[config.mk]
export PLATFORM = sky130hd
export DESIGN_NAME = sgwl_top
export DESIGN_NICKNAME = d
export VERILOG_FILES = /design/src/include/sgwl_pkg.sv /design/src/logic/sgwl_sync.sv /design/src/logic/sgwl_top.sv
export VERILOG_INCLUDE_DIRS = /design/src /design/src/include
export SDC_FILE = /design/constraint.sdc
export NUM_CORES = 1
export LEC_CHECK = 0
export BUFFER_PORTS_ARGS = -buffer_cell sky130_fd_sc_hd__buf_2
export CAP_MARGIN = 30
export CORE_ASPECT_RATIO = 1.25
export CORE_MARGIN = 3
export CORE_UTILIZATION = 23
export DETAILED_ROUTE_END_ITERATION = 6
export PLACE_DENSITY_LB_ADDON = 0.12
export SLEW_MARGIN = 20
export SYNTH_ARGS = -nofsm -noshare
export SYNTH_HDL_FRONTEND = slang
export SYNTH_SLANG_ARGS = --single-unit
[constraint.sdc]
create_clock -name clock -period 6.2 [get_ports clock]
set_input_delay 1.24 -clock clock [delete_from_list [all_inputs] [get_ports clock]]
set_output_delay 1.24 -clock clock [all_outputs]
set_load 0.005 [all_outputs]
[src/include/sgwl_defs.svh]
// Constants for the serial gain word loader: widths, reset values, gain steps.
// Assumes inclusion by bare name from the design files.
`ifndef SGWL_DEFS_SVH
`define SGWL_DEFS_SVH

`define SGWL_WORD_BITS 8
`define SGWL_GAIN_RESET 8'h00
`define SGWL_CNT_BITS 4
// Gain in hundredths of a dB
`define SGWL_GAIN_MIN_CDB 16'shF8E8
`define SGWL_GAIN_STEP_CDB 16'sh025A
`define SGWL_GAIN_TOP_CDB 16'sh0BB8

`endif

[src/include/sgwl_pkg.sv]
// Types shared by the serial gain word loader files.
// Assumes nothing beyond a SystemVerilog compiler.
package sgwl_pkg;
    typedef logic [7:0] sgwl_code_t;
    typedef logic signed [15:0] sgwl_cdb_t;
    typedef enum logic [1:0] {SGWL_IDLE, SGWL_SHIFT} sgwl_state_t;
endpackage

[src/logic/sgwl_sync.sv]
// Two-flop synchroniser for one pin level.
// Assumes a single clock; pin may change at any time.
`timescale 1ns/1ps
`default_nettype none
module sgwl_sync #(
    parameter logic RESET_VAL = 1'b0
) (
    input wire logic clock,
    input wire logic reset_n,
    input wire logic pin_in,
    output logic pin_sync
);
    logic meta_r;
    always_ff @(posedge clock or negedge reset_n) begin
        if (!reset_n) begin
            meta_r <= RESET_VAL;
            pin_sync <= RESET_VAL;
        end else begin
            meta_r <= pin_in;
            pin_sync <= meta_r;
        end
    end
endmodule // sgwl_sync
`default_nettype wire

[src/logic/sgwl_top.sv]
// Serial gain word loader: three-wire gain port plus transmit and sleep gates.
// Assumes all pins asynchronous to clock; serial clock far slower than clock.
//
// Function
// - A gain update needs at least eight serial bits; the register keeps the last eight.
// - Serial clock is honoured only after load window falls.
// - Data sampled on serial clock rise, most significant bit first.
// - Load window rise copies the shift word into the gain latch.
// - Code zero is -18.16 dB; bit i of bits 0-6 adds (i+1) x 6.02 dB; top 30.
// - Window high blocks shifting; window low holds previous gain.
// - Power-up latched gain code is zero until a full frame.
// - Transmit gate low disables transmission; high enables it.
// - Sleep low selects lowest power; high restores normal operation.
`timescale 1ns/1ps
`default_nettype none
`include "sgwl_defs.svh"
module sgwl_top #(
    parameter int WORD_BITS = `SGWL_WORD_BITS
) (
    input wire logic clock,
    input wire logic reset_n,
    input wire logic serial_clk,
    input wire logic serial_gain_in,
    input wire logic load_window_n,
    input wire logic transmit_gate,
    input wire logic sleep_n,
    output sgwl_pkg::sgwl_code_t gain_code,
    output sgwl_pkg::sgwl_cdb_t gain_cdb,
    output logic gain_update,
    output logic tx_enabled,
    output logic low_power
);
    import sgwl_pkg::*;

    // Shift slice and counter are sized for one byte only
    if (WORD_BITS != 8) begin : g_width_check
        $error("WORD_BITS must be 8");
    end

    logic sclk_s, sdat_s, win_s, txg_s, slp_s;
    sgwl_sync #(.RESET_VAL(1'b0)) u_sclk (.clock(clock), .reset_n(reset_n),
        .pin_in(serial_clk), .pin_sync(sclk_s));
    sgwl_sync #(.RESET_VAL(1'b0)) u_sdat (.clock(clock), .reset_n(reset_n),
        .pin_in(serial_gain_in), .pin_sync(sdat_s));
    sgwl_sync #(.RESET_VAL(1'b1)) u_win (.clock(clock), .reset_n(reset_n),
        .pin_in(load_window_n), .pin_sync(win_s));
    sgwl_sync #(.RESET_VAL(1'b0)) u_txg (.clock(clock), .reset_n(reset_n),
        .pin_in(transmit_gate), .pin_sync(txg_s));
    sgwl_sync #(.RESET_VAL(1'b1)) u_slp (.clock(clock), .reset_n(reset_n),
        .pin_in(sleep_n), .pin_sync(slp_s));

    logic sclk_d_r, win_d_r, sdat_d_r;
    sgwl_state_t state_r, state_nxt;
    sgwl_code_t shift_r, shift_nxt;
    logic [`SGWL_CNT_BITS-1:0] count_r, count_nxt;

    wire sclk_rise = sclk_s & ~sclk_d_r;
    wire win_fall = win_d_r & ~win_s;
    wire win_rise = ~win_d_r & win_s;
    wire shift_en = (state_r == SGWL_SHIFT) && !win_s && sclk_rise;
    // Eight bits complete a word; the count holds at eight after that
    wire word_full = (count_r == 4'(WORD_BITS));
    wire load_ok = win_rise && (state_r == SGWL_SHIFT) && word_full;

    // Gain per code, summed per bit weight
    function automatic sgwl_cdb_t code_to_cdb(sgwl_code_t c);
        sgwl_cdb_t g;
        g = `SGWL_GAIN_MIN_CDB;
        for (int i = 0; i < 7; i++) begin
            if (c[i]) begin
                g = sgwl_cdb_t'(g + (i + 1) * `SGWL_GAIN_STEP_CDB);
            end
        end
        // Top bit alone lands on the top gain; mixed codes only approximate
        if (c[7]) begin
            g = sgwl_cdb_t'(g + `SGWL_GAIN_TOP_CDB - `SGWL_GAIN_MIN_CDB);
        end
        return g;
    endfunction

    always_comb begin
        state_nxt = state_r;
        shift_nxt = shift_r;
        count_nxt = count_r;
        case (state_r)
            SGWL_IDLE: begin
                if (win_fall) begin
                    state_nxt = SGWL_SHIFT;
                    count_nxt = '0;
                end
            end
            SGWL_SHIFT: begin
                if (shift_en) begin
                    shift_nxt = {shift_r[6:0], sdat_d_r};
                    if (!word_full) begin
                        count_nxt = count_r + 4'h1;
                    end
                end
                if (win_rise) begin
                    state_nxt = SGWL_IDLE;
                end
            end
            default: begin
                state_nxt = SGWL_IDLE;
            end
        endcase
    end

    always_ff @(posedge clock or negedge reset_n) begin
        if (!reset_n) begin
            sclk_d_r <= 1'b0;
            win_d_r <= 1'b1;
            sdat_d_r <= 1'b0;
            state_r <= SGWL_IDLE;
            shift_r <= '0;
            count_r <= '0;
        end else begin
            sclk_d_r <= sclk_s;
            win_d_r <= win_s;
            sdat_d_r <= sdat_s;
            state_r <= state_nxt;
            shift_r <= shift_nxt;
            count_r <= count_nxt;
        end
    end

    always_ff @(posedge clock or negedge reset_n) begin
        if (!reset_n) begin
            gain_code <= `SGWL_GAIN_RESET;
            gain_cdb <= `SGWL_GAIN_MIN_CDB;
            gain_update <= 1'b0;
        end else begin
            gain_update <= load_ok;
            if (load_ok) begin
                gain_code <= shift_r;
                gain_cdb <= code_to_cdb(shift_r);
            end
        end
    end

    always_ff @(posedge clock or negedge reset_n) begin
        if (!reset_n) begin
            tx_enabled <= 1'b0;
            low_power <= 1'b0;
        end else begin
            tx_enabled <= txg_s;
            low_power <= ~slp_s;
        end
    end
endmodule // sgwl_top
`default_nettype wire

== Yosys cells after proc, flatten, opt, wreduce, memory -nomap -nowiden ==
Index checks and enable logic that the tools add are counted.
Cells by class
  equal/unequal tests: 6
  bitwise operators: 7
  reduce and logical (&&, ||, !) cells: 10
  mux-type cells: 22
  $add $sub $neg: 9
Operator list (number)
  16-bit 2-to-1 mux: 14
  16-bit by 13-bit adder with 16-bit output, second input constant: 4
  16-bit by 12-bit adder with 16-bit output, second input constant: 2
  16-bit by 14-bit adder with 16-bit output, second input constant: 1
  16-bit by 12-bit subtractor with 16-bit output, second input constant: 1
  4-bit 2-to-1 mux: 3
  10-bit 2-to-1 mux: 1
  2-bit inequality test, second input constant: 4
  4-bit case mux with 2 select lines: 1
  4-bit by 1-bit adder with 4-bit output, second input constant: 1
  4-bit equality test, second input constant: 1
  1-bit logical AND: 4
  2-bit 2-to-1 mux: 2
  1-bit inverter: 4
  2-bit case mux with 2 select lines: 1
  2-bit AND reduction: 2
  4-bit AND reduction: 1
  1-bit AND: 3
  2-bit by 1-bit equality test with 1-bit output, second input constant: 1
  2-bit zero test: 1
  2-bit nonzero test: 1
  1-bit zero test: 1
Word-level totals
  flip-flop bits (word level): 54
  output and inout port bits: 27
  input port bits: 7
  word-level logic and storage cells: 75

== Logic depth before layout (Yosys ltp) ==
Gate-level depths: netlist of run 1.
  word-level depth: 26
  gate-level depth with buffers: 24
  depth with buffers taken out: 22

== Modules after synthesis ==
Synthesis of run 1 repeated with hierarchy kept, for this count alone.
Unflattened totals
  cell total of the unflattened synthesis: 471
  area, all modules: 4134.0 um^2
Modules (own cells, without submodules)
  sgwl_top: area an instance 3878.7 um^2, cells an instance 461, times used 1
  sgwl_sync at u_sclk ...: area an instance 50.0 um^2, cells an instance 2, times used 3
  sgwl_sync at u_slp ...: area an instance 52.6 um^2, cells an instance 2, times used 2

== Least setup slack after synthesis of run 1 ==
Ideal clock, no wire load.
  path kind: flip-flop to flip-flop
  start: register shift_r[0]
  end: register gain_cdb[14]
  library setup time: 66 ps
  required time: 6134 ps
  cell stages (with the launch flop): 23
  clock period less this slack: 5149 ps
  setup slack: 1051 ps
  arrival time: 5083 ps
  cells stage by stage: dfrtp_1 buf_2 inv_1 ha_1 buf_2 nand2b_1 nand2_1 inv_1 ha_1 clkbuf_1 and3b_1 o21ai_0 a22oi_2 o311ai_1 nand2_1 or3_1 and4_4 or3_1 mux2_2 o22ai_2 a21oi_1 or4_1 nand4_1
Between the ends
  word-level cells in the longest chain between the ends: 23
Ends and longest elaborated chain
  start: declaration: RTL line sgwl_top.sv:54  | sgwl_code_t shift_r, shift_nxt;
  start signal: assignment: RTL line sgwl_top.sv:122  | shift_r <= shift_nxt;
  10-bit 2-to-1 mux (*): RTL line sgwl_top.sv:70  | if (c[i]) begin
  16-bit 2-to-1 mux (*): RTL line sgwl_top.sv:134  | if (load_ok) begin
  16-bit by 12-bit adder with 16-bit output (no line)
  16-bit 2-to-1 mux (*): RTL line sgwl_top.sv:70
  16-bit 2-to-1 mux (*): RTL line sgwl_top.sv:134
  16-bit by 12-bit adder with 16-bit output (no line)
  16-bit 2-to-1 mux (*): RTL line sgwl_top.sv:70
  16-bit 2-to-1 mux (*): RTL line sgwl_top.sv:134
  (+7 left out)
  16-bit 2-to-1 mux (*): RTL line sgwl_top.sv:70
  16-bit 2-to-1 mux (*): RTL line sgwl_top.sv:134
  16-bit by 14-bit adder with 16-bit output (no line)
  16-bit 2-to-1 mux (*): RTL line sgwl_top.sv:70
  16-bit 2-to-1 mux (*): RTL line sgwl_top.sv:134
  16-bit by 13-bit adder with 16-bit output (no line)
  16-bit by 12-bit subtractor with 16-bit output (no line)
  16-bit 2-to-1 mux (*): RTL line sgwl_top.sv:75  | if (c[7]) begin
  end signal: assignment: RTL line sgwl_top.sv:130  | gain_cdb <= `SGWL_GAIN_MIN_CDB;
  end signal: assignment: RTL line sgwl_top.sv:136  | gain_cdb <= code_to_cdb(shift_r);
  end: declaration: RTL line sgwl_top.sv:28  | output sgwl_pkg::sgwl_cdb_t gain_cdb,
Mark *: on every way between the ends. The rest lies on a longest branch, timed or not. The select of a mux whose other input is x is not followed.
A chain may end at the register's enable or synchronous reset.

== Worst setup path in the final report of run 1 ==
  start: register shift_r[1]
  end: register gain_cdb[15]
Between the ends
  word-level cells in the longest chain between the ends: 20
Ends and longest elaborated chain (RTL line)
  16-bit 2-to-1 mux (*): sgwl_top.sv:70
  16-bit 2-to-1 mux (*): sgwl_top.sv:134
  16-bit by 12-bit adder with 16-bit output (no line)
  16-bit 2-to-1 mux (*): sgwl_top.sv:70
  16-bit 2-to-1 mux (*): sgwl_top.sv:134
  16-bit by 13-bit adder with 16-bit output (no line)
  16-bit 2-to-1 mux (*): sgwl_top.sv:70
  16-bit 2-to-1 mux (*): sgwl_top.sv:134
  (+4 left out)
  16-bit 2-to-1 mux (*): sgwl_top.sv:70
  16-bit 2-to-1 mux (*): sgwl_top.sv:134
  16-bit by 14-bit adder with 16-bit output (no line)
  16-bit 2-to-1 mux (*): sgwl_top.sv:70
  16-bit 2-to-1 mux (*): sgwl_top.sv:134
  16-bit by 13-bit adder with 16-bit output (no line)
  16-bit by 12-bit subtractor with 16-bit output (no line)
  16-bit 2-to-1 mux (*): sgwl_top.sv:75
Marked as above.

==> run summary, run 1 <==
Tot Pwr: 2.00 mW
Total Neg Setup Slack: 0 ns
Die Span Y: 162 um
Synth Flop Type: dfrtp_1
Vias per cell: 4.87
Worst Path Arrival: 5.79 ns
DRC: 0
Endpoint type of the worst setup path: flop
Seq pwr share: 18.7%
Initial core utilization: 23.6%
Crit Reg-Reg Endpoint: gain_cdb[15]
Avg WL per Cell: 15.6 um
Post-synth EDFFs: 0
Non-filler cells, final: 757
Cells after Synth: 502
WHS: 0.351 ns
Via count: 3,688
Io pins: 34
Die Area: 0.0211 mm^2
Maximum fanout along the worst path: 15
Net Count, Synth: 522
Largest net degree at the start of global routing: 40
Routed WL: 11,800 um
Hold path depth: 0
Final setup vio count: 0
Leakage power: 1.93 nW
Global Route Usage Sum: 11.4%
# diodes: 0
R2R Setup Slk: 0.65 ns
Psw: 0.980 mW
Clk buf depth: 2
Pwr/cell area: 400 mW/mm^2
Fin. Hold Viols: 0
YS warnings: 0
Placed Cells: 749
Worst r2r src: shift_r[1]
Commonest non-fill, non-tap cell in the layout: nand2_1
Die width: 131 um
RSZ-0062 raised after global routing: false
Clk pwr share: 14.2%
CP Class: flop to flop
Crit start category: flop
Initial antenna violation count: 0
Worst path cell trace: buf_4 > ha_1 > nand2b_1 > nand2_1 > inv_1 > ha_1 > and3b_1 > o21ai_0 > a22oi_2 > o311ai_1 > nand2_1 > o31a_1 > xnor2_1 > nand2_1 > o21ai_0 > o22ai_2 > a22o_1 > or4_1 > nand2_1
Unique masters post-synth: 92
Relative max-transition margin: 56.8%
Most frequent cells in the layout: nand2_1 (60), o21ai_0 (39), dfrtp_1 (38), buf_2 (32), xnor2_1 (31)
Syn avg cell area: 8.89 um^2
Max-cap viol count: 0
Status: finished clean
R2r worst-path depth: 19
Count of final max-slew check failures: 0
CTS Sinks: 52
Total CTS buffers: 5
PortBufs: 32
HP Class: flop to flop
Fin crit share: 89.6%
Post-synthesis sequential area ratio: 29.6%
Rows: 56
Worst-path clk slew: 0.07 ns
Fmax achieved: 180 MHz
Net Sw Frac: 49.0%
Vias in the first global route: 3,611
P&R area growth vs syn: 12.0%
Nets: 544
Post-Syn Area: 0.00446 mm^2
Skew-Pair Late Insertion Delay: 0.30 ns
Most frequent CP cell: nand2_1
TritonRoute pass-1 iters: 4
Core Footprint: 0.0189 mm^2
Setup Fix Bufs, Post-CTS: 0
CTS tree: built
Placer Congestion: 0.787
First DRT Iteration DRCs: 245
Post-DP HPWL: 9430 um
Layout cells sized above 1: 21.5%
Post-CTS sizing: 0
WHS Endpoint: u_txg.pin_sync
Worst-Margin Slew: 0.643 ns
Skew final: 0.00988 ns
Final ANT Viol Nets: 0
Worst Hold Launch: u_txg.meta_r
Grt ovf: 0
Largest stage delay on the critical path: 0.55 ns
Required @ worst endpoint: 6.44 ns
Seq cells post-synth: 52
CTS Hold Bufs: 0
Design area: 0.00500 mm^2
Fin crit period: 5.55 ns
DP Area: 0.00485 mm^2
FFs w/ async S/R, synth: 100%
First-pass GRT wire length: 19,200 um
Root buffer selected by CTS: clkbuf_16
Htree depth: 2
Peak VDD IR: 0.139 mV
Int Power: 1.02 mW
Combinational power share: 67.1%
Slowest CP cell: or4_1
-- flip-flops by register name, indices dropped and copies added, names as in the netlist, 4 cells and up --
| signal | count |
|---|---|
| gain_cdb | 15 |
| gain_code | 8 |
| shift_r | 8 |
| count_r | 4 |
-- worst max-delay path, delay by kind of cell (launching register included) --
family	cells	cell delay, ns
AO/OA/AOI/OAI	7	2.10
flip-flops	1	0.38
AND/OR/NAND/NOR	7	1.73
adder cells (fa/ha/maj)	2	0.73
XOR/XNOR	1	0.25
buffers and inverters	2	0.28
-- cells in the mapped netlist, types with 4 or more instances --
library cell / instances / area (um^2)
inv_1: 18 / 67.6
o31ai_1: 5 / 37.5
o211ai_1: 10 / 75.1
clkbuf_1: 13 / 48.8
mux2i_1: 8 / 80.1
nand4_1: 6 / 37.5
a31oi_1: 6 / 37.5
nor3b_1: 6 / 45.0
dfrtp_1: 38 / 951
o221ai_1: 5 / 43.8
and2_1: 7 / 43.8
nand2_1: 60 / 225
dfstp_2: 14 / 368
o21ai_0: 39 / 195
a21oi_1: 18 / 90.1
nand3_1: 15 / 75.1
nand2b_1: 9 / 56.3
xnor2_2: 4 / 65.1
or4_1: 4 / 30.0
mux2_2: 6 / 67.6
nor2_1: 27 / 101
xor2_1: 8 / 70.1
ha_1: 13 / 163
and3_1: 5 / 31.3
xnor2_1: 31 / 272
nor3_1: 10 / 50.1
or3_1: 7 / 43.8
buf_2: 8 / 40.0
buf_6: 4 / 45.0
-- metrics by stage --
step / worst slack [ns] / utilization (%)
5_1_grt: 0.0940 / 26.4
3_3_place_gp: 0.627 / 25.6
4_1_cts: 0.586 / 26.4
3_5_place_dp: 0.634 / 25.6
6_report: 0.647 / 26.4
2_1_floorplan: 1.05 / -
-- layer usage --
layer | GRT usage, % | share of wire [%] | vias to the layer above
met3 | 1.88 | 3.0 | 21
met1 | 14.4 | 46 | 1729
met5 | 0 | 0 | -
li1 | - | - | 1865
met2 | 19.0 | 47 | 73
met4 | 4.91 | 3.1 | 0
-- cells by family (layout without fill, tap and decap cells) --
| family | after synthesis | in the layout | share of synthesized area, % |
|---|---|---|---|
| xor gates and xnor gates | 47 | 47 | 11.0 |
| other | 1 | 1 | 0.0841 |
| adders and majority gates | 13 | 13 | 3.65 |
| buffers and inverters | 49 | 72 | 5.27 |
| muxes | 14 | 14 | 3.31 |
| DFF | 52 | 52 | 29.6 |
| AOI/OAI and AO/OA | 145 | 145 | 25.8 |
| and+or+nand+nor | 181 | 181 | 21.3 |
-- area by class of cell --
cell class,count,area (um^2)
Fill cell,2033,13900
Multi-Input combinational cell,401,2910
Sequential cell,52,1320
Tap cell,232,290
Timing Repair Buffer,44,250
Clock buffer,5,125
Inverter,20,75.1
Clock inverter,3,25.0
-- power by group through the flow --
stage	sequential, mW	combinational (mW)	clock, mW
after floorplan	0.376	1.06	0
after global placement	0.380	1.34	0
after detailed placement	0.380	1.34	0
after CTS	0.374	1.35	0.302
after global routing	0.377	1.48	0.317
final	0.374	1.34	0.284
-- worst max path at each step --
stage | cells past startpoint | start | slack, ns | endpoint
2_1_floorplan | 22 | shift_r[0] | 1.05 | gain_cdb[14]
3_3_place_gp | 22 | shift_r[0] | 0.63 | gain_cdb[14]
3_5_place_dp | 22 | shift_r[0] | 0.63 | gain_cdb[14]
4_1_cts | 22 | shift_r[0] | 0.59 | gain_cdb[14]
5_1_grt | 19 | shift_r[0] | 0.09 | gain_cdb[14]
6_report | 19 | shift_r[1] | 0.65 | gain_cdb[15]
Power figures use the tool's default switching activity.
==> inputs of run 2 (changes only) <==
Settings changed: PLACE_DENSITY_LB_ADDON 0.12 to 0.15.
==> run 2 against run 1 <==
  * Critical path depth is the same
  * Register-to-register slack improved by 0.04 ns
  * Utilization decreased by 0.066 points
  * Clock power is essentially flat
  * First-iteration DRC count down 22%
  * Wire length shrank 0.24%
  * Clock skew decreased by 0.0014 ns
  * Sequential power increased by 2%
  * Via count grew 2.7%
  * Cell area fell by 0.25%
  * Largest power group unchanged
==> run summary, run 2 (same netlist as run 1, synthesis figures left out) <==
Status: finished clean
DP Area: 0.00484 mm^2 (-0.15%)
First DRT Iteration DRCs: 190 (-22%)
Int Power: 1.02 mW (-0.25%)
Setup Fix Bufs, Post-CTS: 0 (unchanged)
CTS tree: built
CP bufs+invs: 2 (unchanged)
Total Neg Setup Slack: 0 ns (unchanged)
Endpoint type of the worst setup path: flop
Rows: 56 (unchanged)
PortBufs: 32 (unchanged)
Post-DP HPWL: 9230 um (-2.1%)
Final ANT Viol Nets: 0 (unchanged)
HP Class: flop to flop
WHS: 0.351 ns (+0.000563 ns)
Via count: 3,786 (+2.7%)
Leakage power: 1.92 nW (-0.48%)
CTS Hold Bufs: 0 (unchanged)
Most frequent cells in the layout: nand2_1 (60), o21ai_0 (39), dfrtp_1 (38), buf_2 (32), xnor2_1 (31)
Initial antenna violation count: 0 (unchanged)
Vias in the first global route: 3,824 (+5.9%)
Crit start category: flop
Final setup vio count: 0 (unchanged)
Vias per cell: 5.01 (+2.8%)
Die width: 131 um (unchanged)
Skew final: 0.00843 ns (-0.00145 ns)
Initial core utilization: 23.6% (unchanged)
Peak VDD IR: 0.119 mV (-15%)
Layout cells sized above 1: 21.2% (-0.34 points)
Grt ovf: 0 (unchanged)
CTS Sinks: 52 (unchanged)
Global Route Usage Sum: 11.5% (+0.088 points)
Avg WL per Cell: 15.6 um (-0.10%)
Top flop regs: gain_cdb (15), gain_code (8), shift_r (8)
TritonRoute pass-1 iters: 4 (unchanged)
Crit Reg-Reg Endpoint: gain_cdb[14]
Post-CTS sizing: 0 (unchanged)
Hold path depth: 0 (unchanged)
Die Span Y: 162 um (unchanged)
Most frequent CP cell: nand2_1
Net Sw Frac: 48.9% (-0.14 points)
Clk buf depth: 2 (unchanged)
Max-cap viol count: 0 (unchanged)
Largest register FFs: 15 (unchanged)
R2R Setup Slk: 0.69 ns (+0.04 ns)
Count of final max-slew check failures: 0 (unchanged)
Psw: 0.972 mW (-0.80%)
Worst Path Arrival: 5.75 ns (-0.04 ns)
Clk pwr share: 14.2% (about the same)
Most flops, register: gain_cdb
Largest net degree at the start of global routing: 53 (+33%)
Worst r2r src: shift_r[1]
Fmax achieved: 181 MHz (+0.71%)
Crit path max-delay family: compound AO/OA/AOI/OAI gates
Combinational power share: 66.6% (-0.5 points)
Placer Congestion: 0.808 (+2.6%)
Routed WL: 11,800 um (-0.24%)
P&R area growth vs syn: 11.8%
Relative max-transition margin: 38.3% (-19 points)
Slowest CP cell: or4_1
Required @ worst endpoint: 6.44 ns (about the same)
Nets: 543 (-0.18%)
Skew-Pair Late Insertion Delay: 0.30 ns (about the same)
DRC: 0 (unchanged)
Die Area: 0.0211 mm^2 (unchanged)
Fin crit share: 88.9% (-0.63 points)
Root buffer selected by CTS: clkbuf_16
CP Class: flop to flop
Worst-Margin Slew: 0.926 ns (+0.283 ns)
Total CTS buffers: 5 (unchanged)
Fin. Hold Viols: 0 (unchanged)
Stages on the worst setup path: 19 (unchanged)
Worst path cell trace: buf_4 > ha_1 > nand2b_1 > nand2_1 > inv_1 > ha_1 > and3b_1 > o21ai_0 > a22oi_2 > o311ai_1 > nand2_1 > o31a_1 > xnor2_1 > nand2_1 > o21ai_0 > o22ai_2 > a22o_1 > or4_1 > nand4_1
Core Footprint: 0.0189 mm^2 (unchanged)
Htree depth: 2 (unchanged)
First-pass GRT wire length: 19,700 um (+2.7%)
Worst-path clk slew: 0.07 ns (about the same)
Maximum fanout along the worst path: 15 (unchanged)
Commonest non-fill, non-tap cell in the layout: nand2_1
Fin crit period: 5.51 ns (-0.0392 ns)
Largest stage delay on the critical path: 0.55 ns (about the same)
Design area: 0.00498 mm^2 (-0.25%)
Seq pwr share: 19.2% (+0.5 points)
Io pins: 34 (unchanged)
# diodes: 0 (unchanged)
Worst Hold Launch: u_txg.pin_sync
WHS Endpoint: tx_enabled
Pwr/cell area: 399 mW/mm^2 (-0.27%)
RSZ-0062 raised after global routing: false
R2r worst-path depth: 19 (unchanged)
[run 2: cell types whose count changed in the layout (fill, tap and decap cells not counted), sizes merged]
| cell | change |
|---|---|
| buf | -1 |
| clkbuf | +1 |
| clkinv | +1 |
| inv | -2 |
[run 2: worst max path at each step]
| stage | from | to | slack, ns |
|---|---|---|---|
| floorplan | shift_r[0] | gain_cdb[14] | 1.05 |
| global placement | shift_r[0] | gain_cdb[14] | 0.64 |
| detailed placement | shift_r[0] | gain_cdb[14] | 0.70 |
| CTS | shift_r[0] | gain_cdb[14] | 0.62 |
| global route | shift_r[0] | gain_cdb[14] | 0.18 |
| finish | shift_r[1] | gain_cdb[14] | 0.69 |
[run 2: per-layer routing]
layer / vias up / track usage [%] / routed length [um]
li1: 1867 / - / -
met1: 1832 / 14.9 / 5460
met2: 71 / 19.3 / 5690
met3: 16 / 1.84 / 371
met4: 0 / 3.88 / 274
met5: - / 0 / 0
[run 2: final cells by class]
cell class / count / area [um^2]
Tap cell: 232 / 290
Fill cell: 2068 / 13900
Inverter: 20 / 75.1
Timing Repair Buffer: 43 / 243
Multi-Input combinational cell: 401 / 2910
Clock inverter: 2 / 16.3
Sequential cell: 52 / 1320
Clock buffer: 6 / 129
[run 2: metrics by stage]
| step | total power [mW] | utilization [%] | setup WS (ns) | instances |
|---|---|---|---|---|
| after floorplan | 1.43 | - | 1.05 | 502 |
| after CTS | 2.01 | 26.3 | 0.624 | 756 |
| after detailed placement | 1.72 | 25.6 | 0.700 | 748 |
| after global placement | 1.72 | 25.6 | 0.637 | 748 |
| after global routing | 2.16 | 26.3 | 0.183 | 756 |
| final | 1.99 | 26.3 | 0.686 | 756 |
[run 2: power by group through the flow]
stage	clock [mW]	combinational (mW)	sequential, mW
after floorplan	0	1.06	0.376
after global placement	0	1.33	0.388
after detailed placement	0	1.33	0.389
after CTS	0.295	1.34	0.383
after global routing	0.306	1.47	0.386
final	0.282	1.32	0.383
==> inputs of run 3 (changes only) <==
Settings changed: CELL_PAD_IN_SITES_DETAIL_PLACEMENT set to 1, CELL_PAD_IN_SITES_GLOBAL_PLACEMENT set to 2.
==> run 3 against run 2 <==
  * First-iteration DRC count shrank 25%
  * Register-to-register slack lost 0.05 ns
  * Worst hold slack gained 0.0019 ns
  * Utilization grew 0.32 points
  * Critical path type unchanged
==> run summary, run 3 (same netlist as run 1, synthesis figures left out) <==
Leakage power: 1.96 nW (+2.0%)
First-pass GRT wire length: 22,000 um (+12%)
CP bufs+invs: 3 (+1)
First DRT Iteration DRCs: 142 (-25%)
Filler instances: 2,238 (+8.2%)
Layout cells sized above 1: 22.1% (+0.93 points)
Most flops, register: gain_cdb
Largest register FFs: 15 (unchanged)
Pwr/cell area: 409 mW/mm^2 (+2.4%)
Avg WL per Cell: 17.4 um (+12%)
Non-filler cells, final: 761 (+0.66%)
Tot Pwr: 2.06 mW (+3.7%)
Maximum fanout along the worst path: 16 (+1)
Routed WL: 13,300 um (+13%)
Commonest non-fill, non-tap cell in the layout: nand2_1
CP Class: flop to flop
# diodes: 0 (unchanged)
Die Area: 0.0211 mm^2 (unchanged)
Worst path cell trace: inv_1 > ha_1 > and2_1 > nor2_1 > ha_1 > inv_1 > nor2_1 > xnor3_1 > inv_1 > ha_1 > nand2_1 > xnor3_2 > a2111oi_4 > o211ai_1 > o211ai_1 > xnor2_1 > a211o_1 > o22ai_2 > a21oi_1 > a22o_1 > or4_1 > nand4_1
Die Span Y: 162 um (unchanged)
Reg area: 0.00132 mm^2 (about the same)
Endpoint type of the worst setup path: flop
Peak VDD IR: 0.0887 mV (-25%)
Skew-Pair Late Insertion Delay: 0.29 ns (about the same)
Initial antenna violation count: 0 (unchanged)
Crit path max-delay family: compound AO/OA/AOI/OAI gates
DRC: 0 (unchanged)
Via count: 3,774 (-0.32%)
Clk buf depth: 2 (unchanged)
Vias in the first global route: 3,955 (+3.4%)
Count of final max-slew check failures: 0 (unchanged)
Final setup vio count: 0 (unchanged)
HP Class: flop to flop
Status: finished clean
Most frequent cells in the layout: nand2_1 (60), o21ai_0 (39), dfrtp_1 (37), buf_2 (32), xnor2_1 (31)
Final core occ: 26.7% (+0.32 points)
Final ANT Viol Nets: 0 (unchanged)
Max-cap viol count: 0 (unchanged)
Total CTS buffers: 5 (unchanged)
Post-CTS sizing: 0 (unchanged)
Placer Congestion: 0.831 (+2.8%)
Global Route Usage Sum: 13.0% (+1.6 points)
Worst-path clk slew: 0.07 ns (about the same)
Io pins: 34 (unchanged)
Worst Path Arrival: 5.79 ns (+0.04 ns)
TritonRoute pass-1 iters: 4 (unchanged)
Area taken by multi-input logic gates: 0.00291 mm^2 (unchanged)
Largest stage delay on the critical path: 0.55 ns (about the same)
Slowest CP cell: or4_1
CTS Sinks: 52 (unchanged)
Root buffer selected by CTS: clkbuf_16
Die width: 131 um (unchanged)
Setup Fix Bufs, Post-CTS: 0 (unchanged)
RSZ-0062 raised after global routing: false
Total Neg Setup Slack: 0 ns (unchanged)
Worst-Margin Slew: 0.758 ns (-0.168 ns)
CTS Hold Bufs: 0 (unchanged)
DP Area: 0.00488 mm^2 (+0.78%)
Fin. Hold Viols: 0 (unchanged)
CTS tree: built
Top flop regs: gain_cdb (15), gain_code (8), shift_r (8)
Fmax achieved: 180 MHz (-0.87%)
Placed Cells: 753 (+0.67%)
Nets: 548 (+0.92%)
PortBufs: 32 (unchanged)
Initial core utilization: 23.6% (unchanged)
Largest net degree at the start of global routing: 53 (unchanged)
Htree depth: 2 (unchanged)
Design area: 0.00505 mm^2 (+1.2%)
Required @ worst endpoint: 6.43 ns (about the same)
Relative max-transition margin: 49.0% (+11 points)
Post-DP HPWL: 10,700 um (+15%)
Fin crit period: 5.56 ns (+0.0484 ns)
Grt ovf: 0 (unchanged)
P&R area growth vs syn: 13.1%
Skew final: 0.0112 ns (+0.00281 ns)
Fin crit share: 89.7% (+0.78 points)
Vias per cell: 4.96 (-0.97%)
Core Footprint: 0.0189 mm^2 (unchanged)
Crit start category: flop
Rows: 56 (unchanged)
[run 3: cell types whose count changed in the layout (fill, tap and decap cells not counted)]
cell,change
buf_4,+5
bufinv_16,+1
clkinv_4,-1
clkinvlp_4,-1
dfrtp_1,-1
dfrtp_2,+1
inv_6,+1
[run 3: final timing paths]
path,startpoint,to,slack (ns),cells after the start
min in group asynchronous,reset_n,count_r[0],1.06,2
max in group asynchronous,reset_n,shift_r[1],4.65,2
hold / removal,u_txg.pin_sync,tx_enabled,0.35,0
hold reg to reg,u_txg.pin_sync,tx_enabled,0.35,0
setup / recovery,shift_r[1],gain_cdb[14],0.64,22
setup reg to reg,shift_r[1],gain_cdb[14],0.64,22
[run 3: power by group]
| group | internal [mW] | switching (mW) |
|---|---|---|
| clock network | 0.192 | 0.122 |
| registers | 0.357 | 0.0262 |
| logic | 0.521 | 0.844 |
[run 3: metal layers]
metal  global-route usage (%)  vias up  part of all wire [%]
met4                     3.74        0                   2.1
li1                         -     1877                     -
met1                     16.6     1844                    46
met2                     23.2       41                    51
met3                     1.05       12                   1.6
met5                        0        -                     0
[run 3: area by class of cell]
type / count / area share [%]
Multi-Input combinational cell: 401 / 57.7
Sequential cell: 52 / 26.2
Timing Repair Buffer: 48 / 5.55
Clock inverter: 2 / 0.769
Clock buffer: 6 / 2.55
Tap cell: 232 / 5.75
Inverter: 20 / 1.49
[run 3: stage by stage]
step / worst slack (ns) / hold slack (ns)
floorplan: 1.05 / 0.331
detailed placement: 0.431 / 0.341
global placement: 0.617 / 0.333
finish: 0.638 / 0.353
global route: 0.159 / 0.357
CTS: 0.387 / 0.356
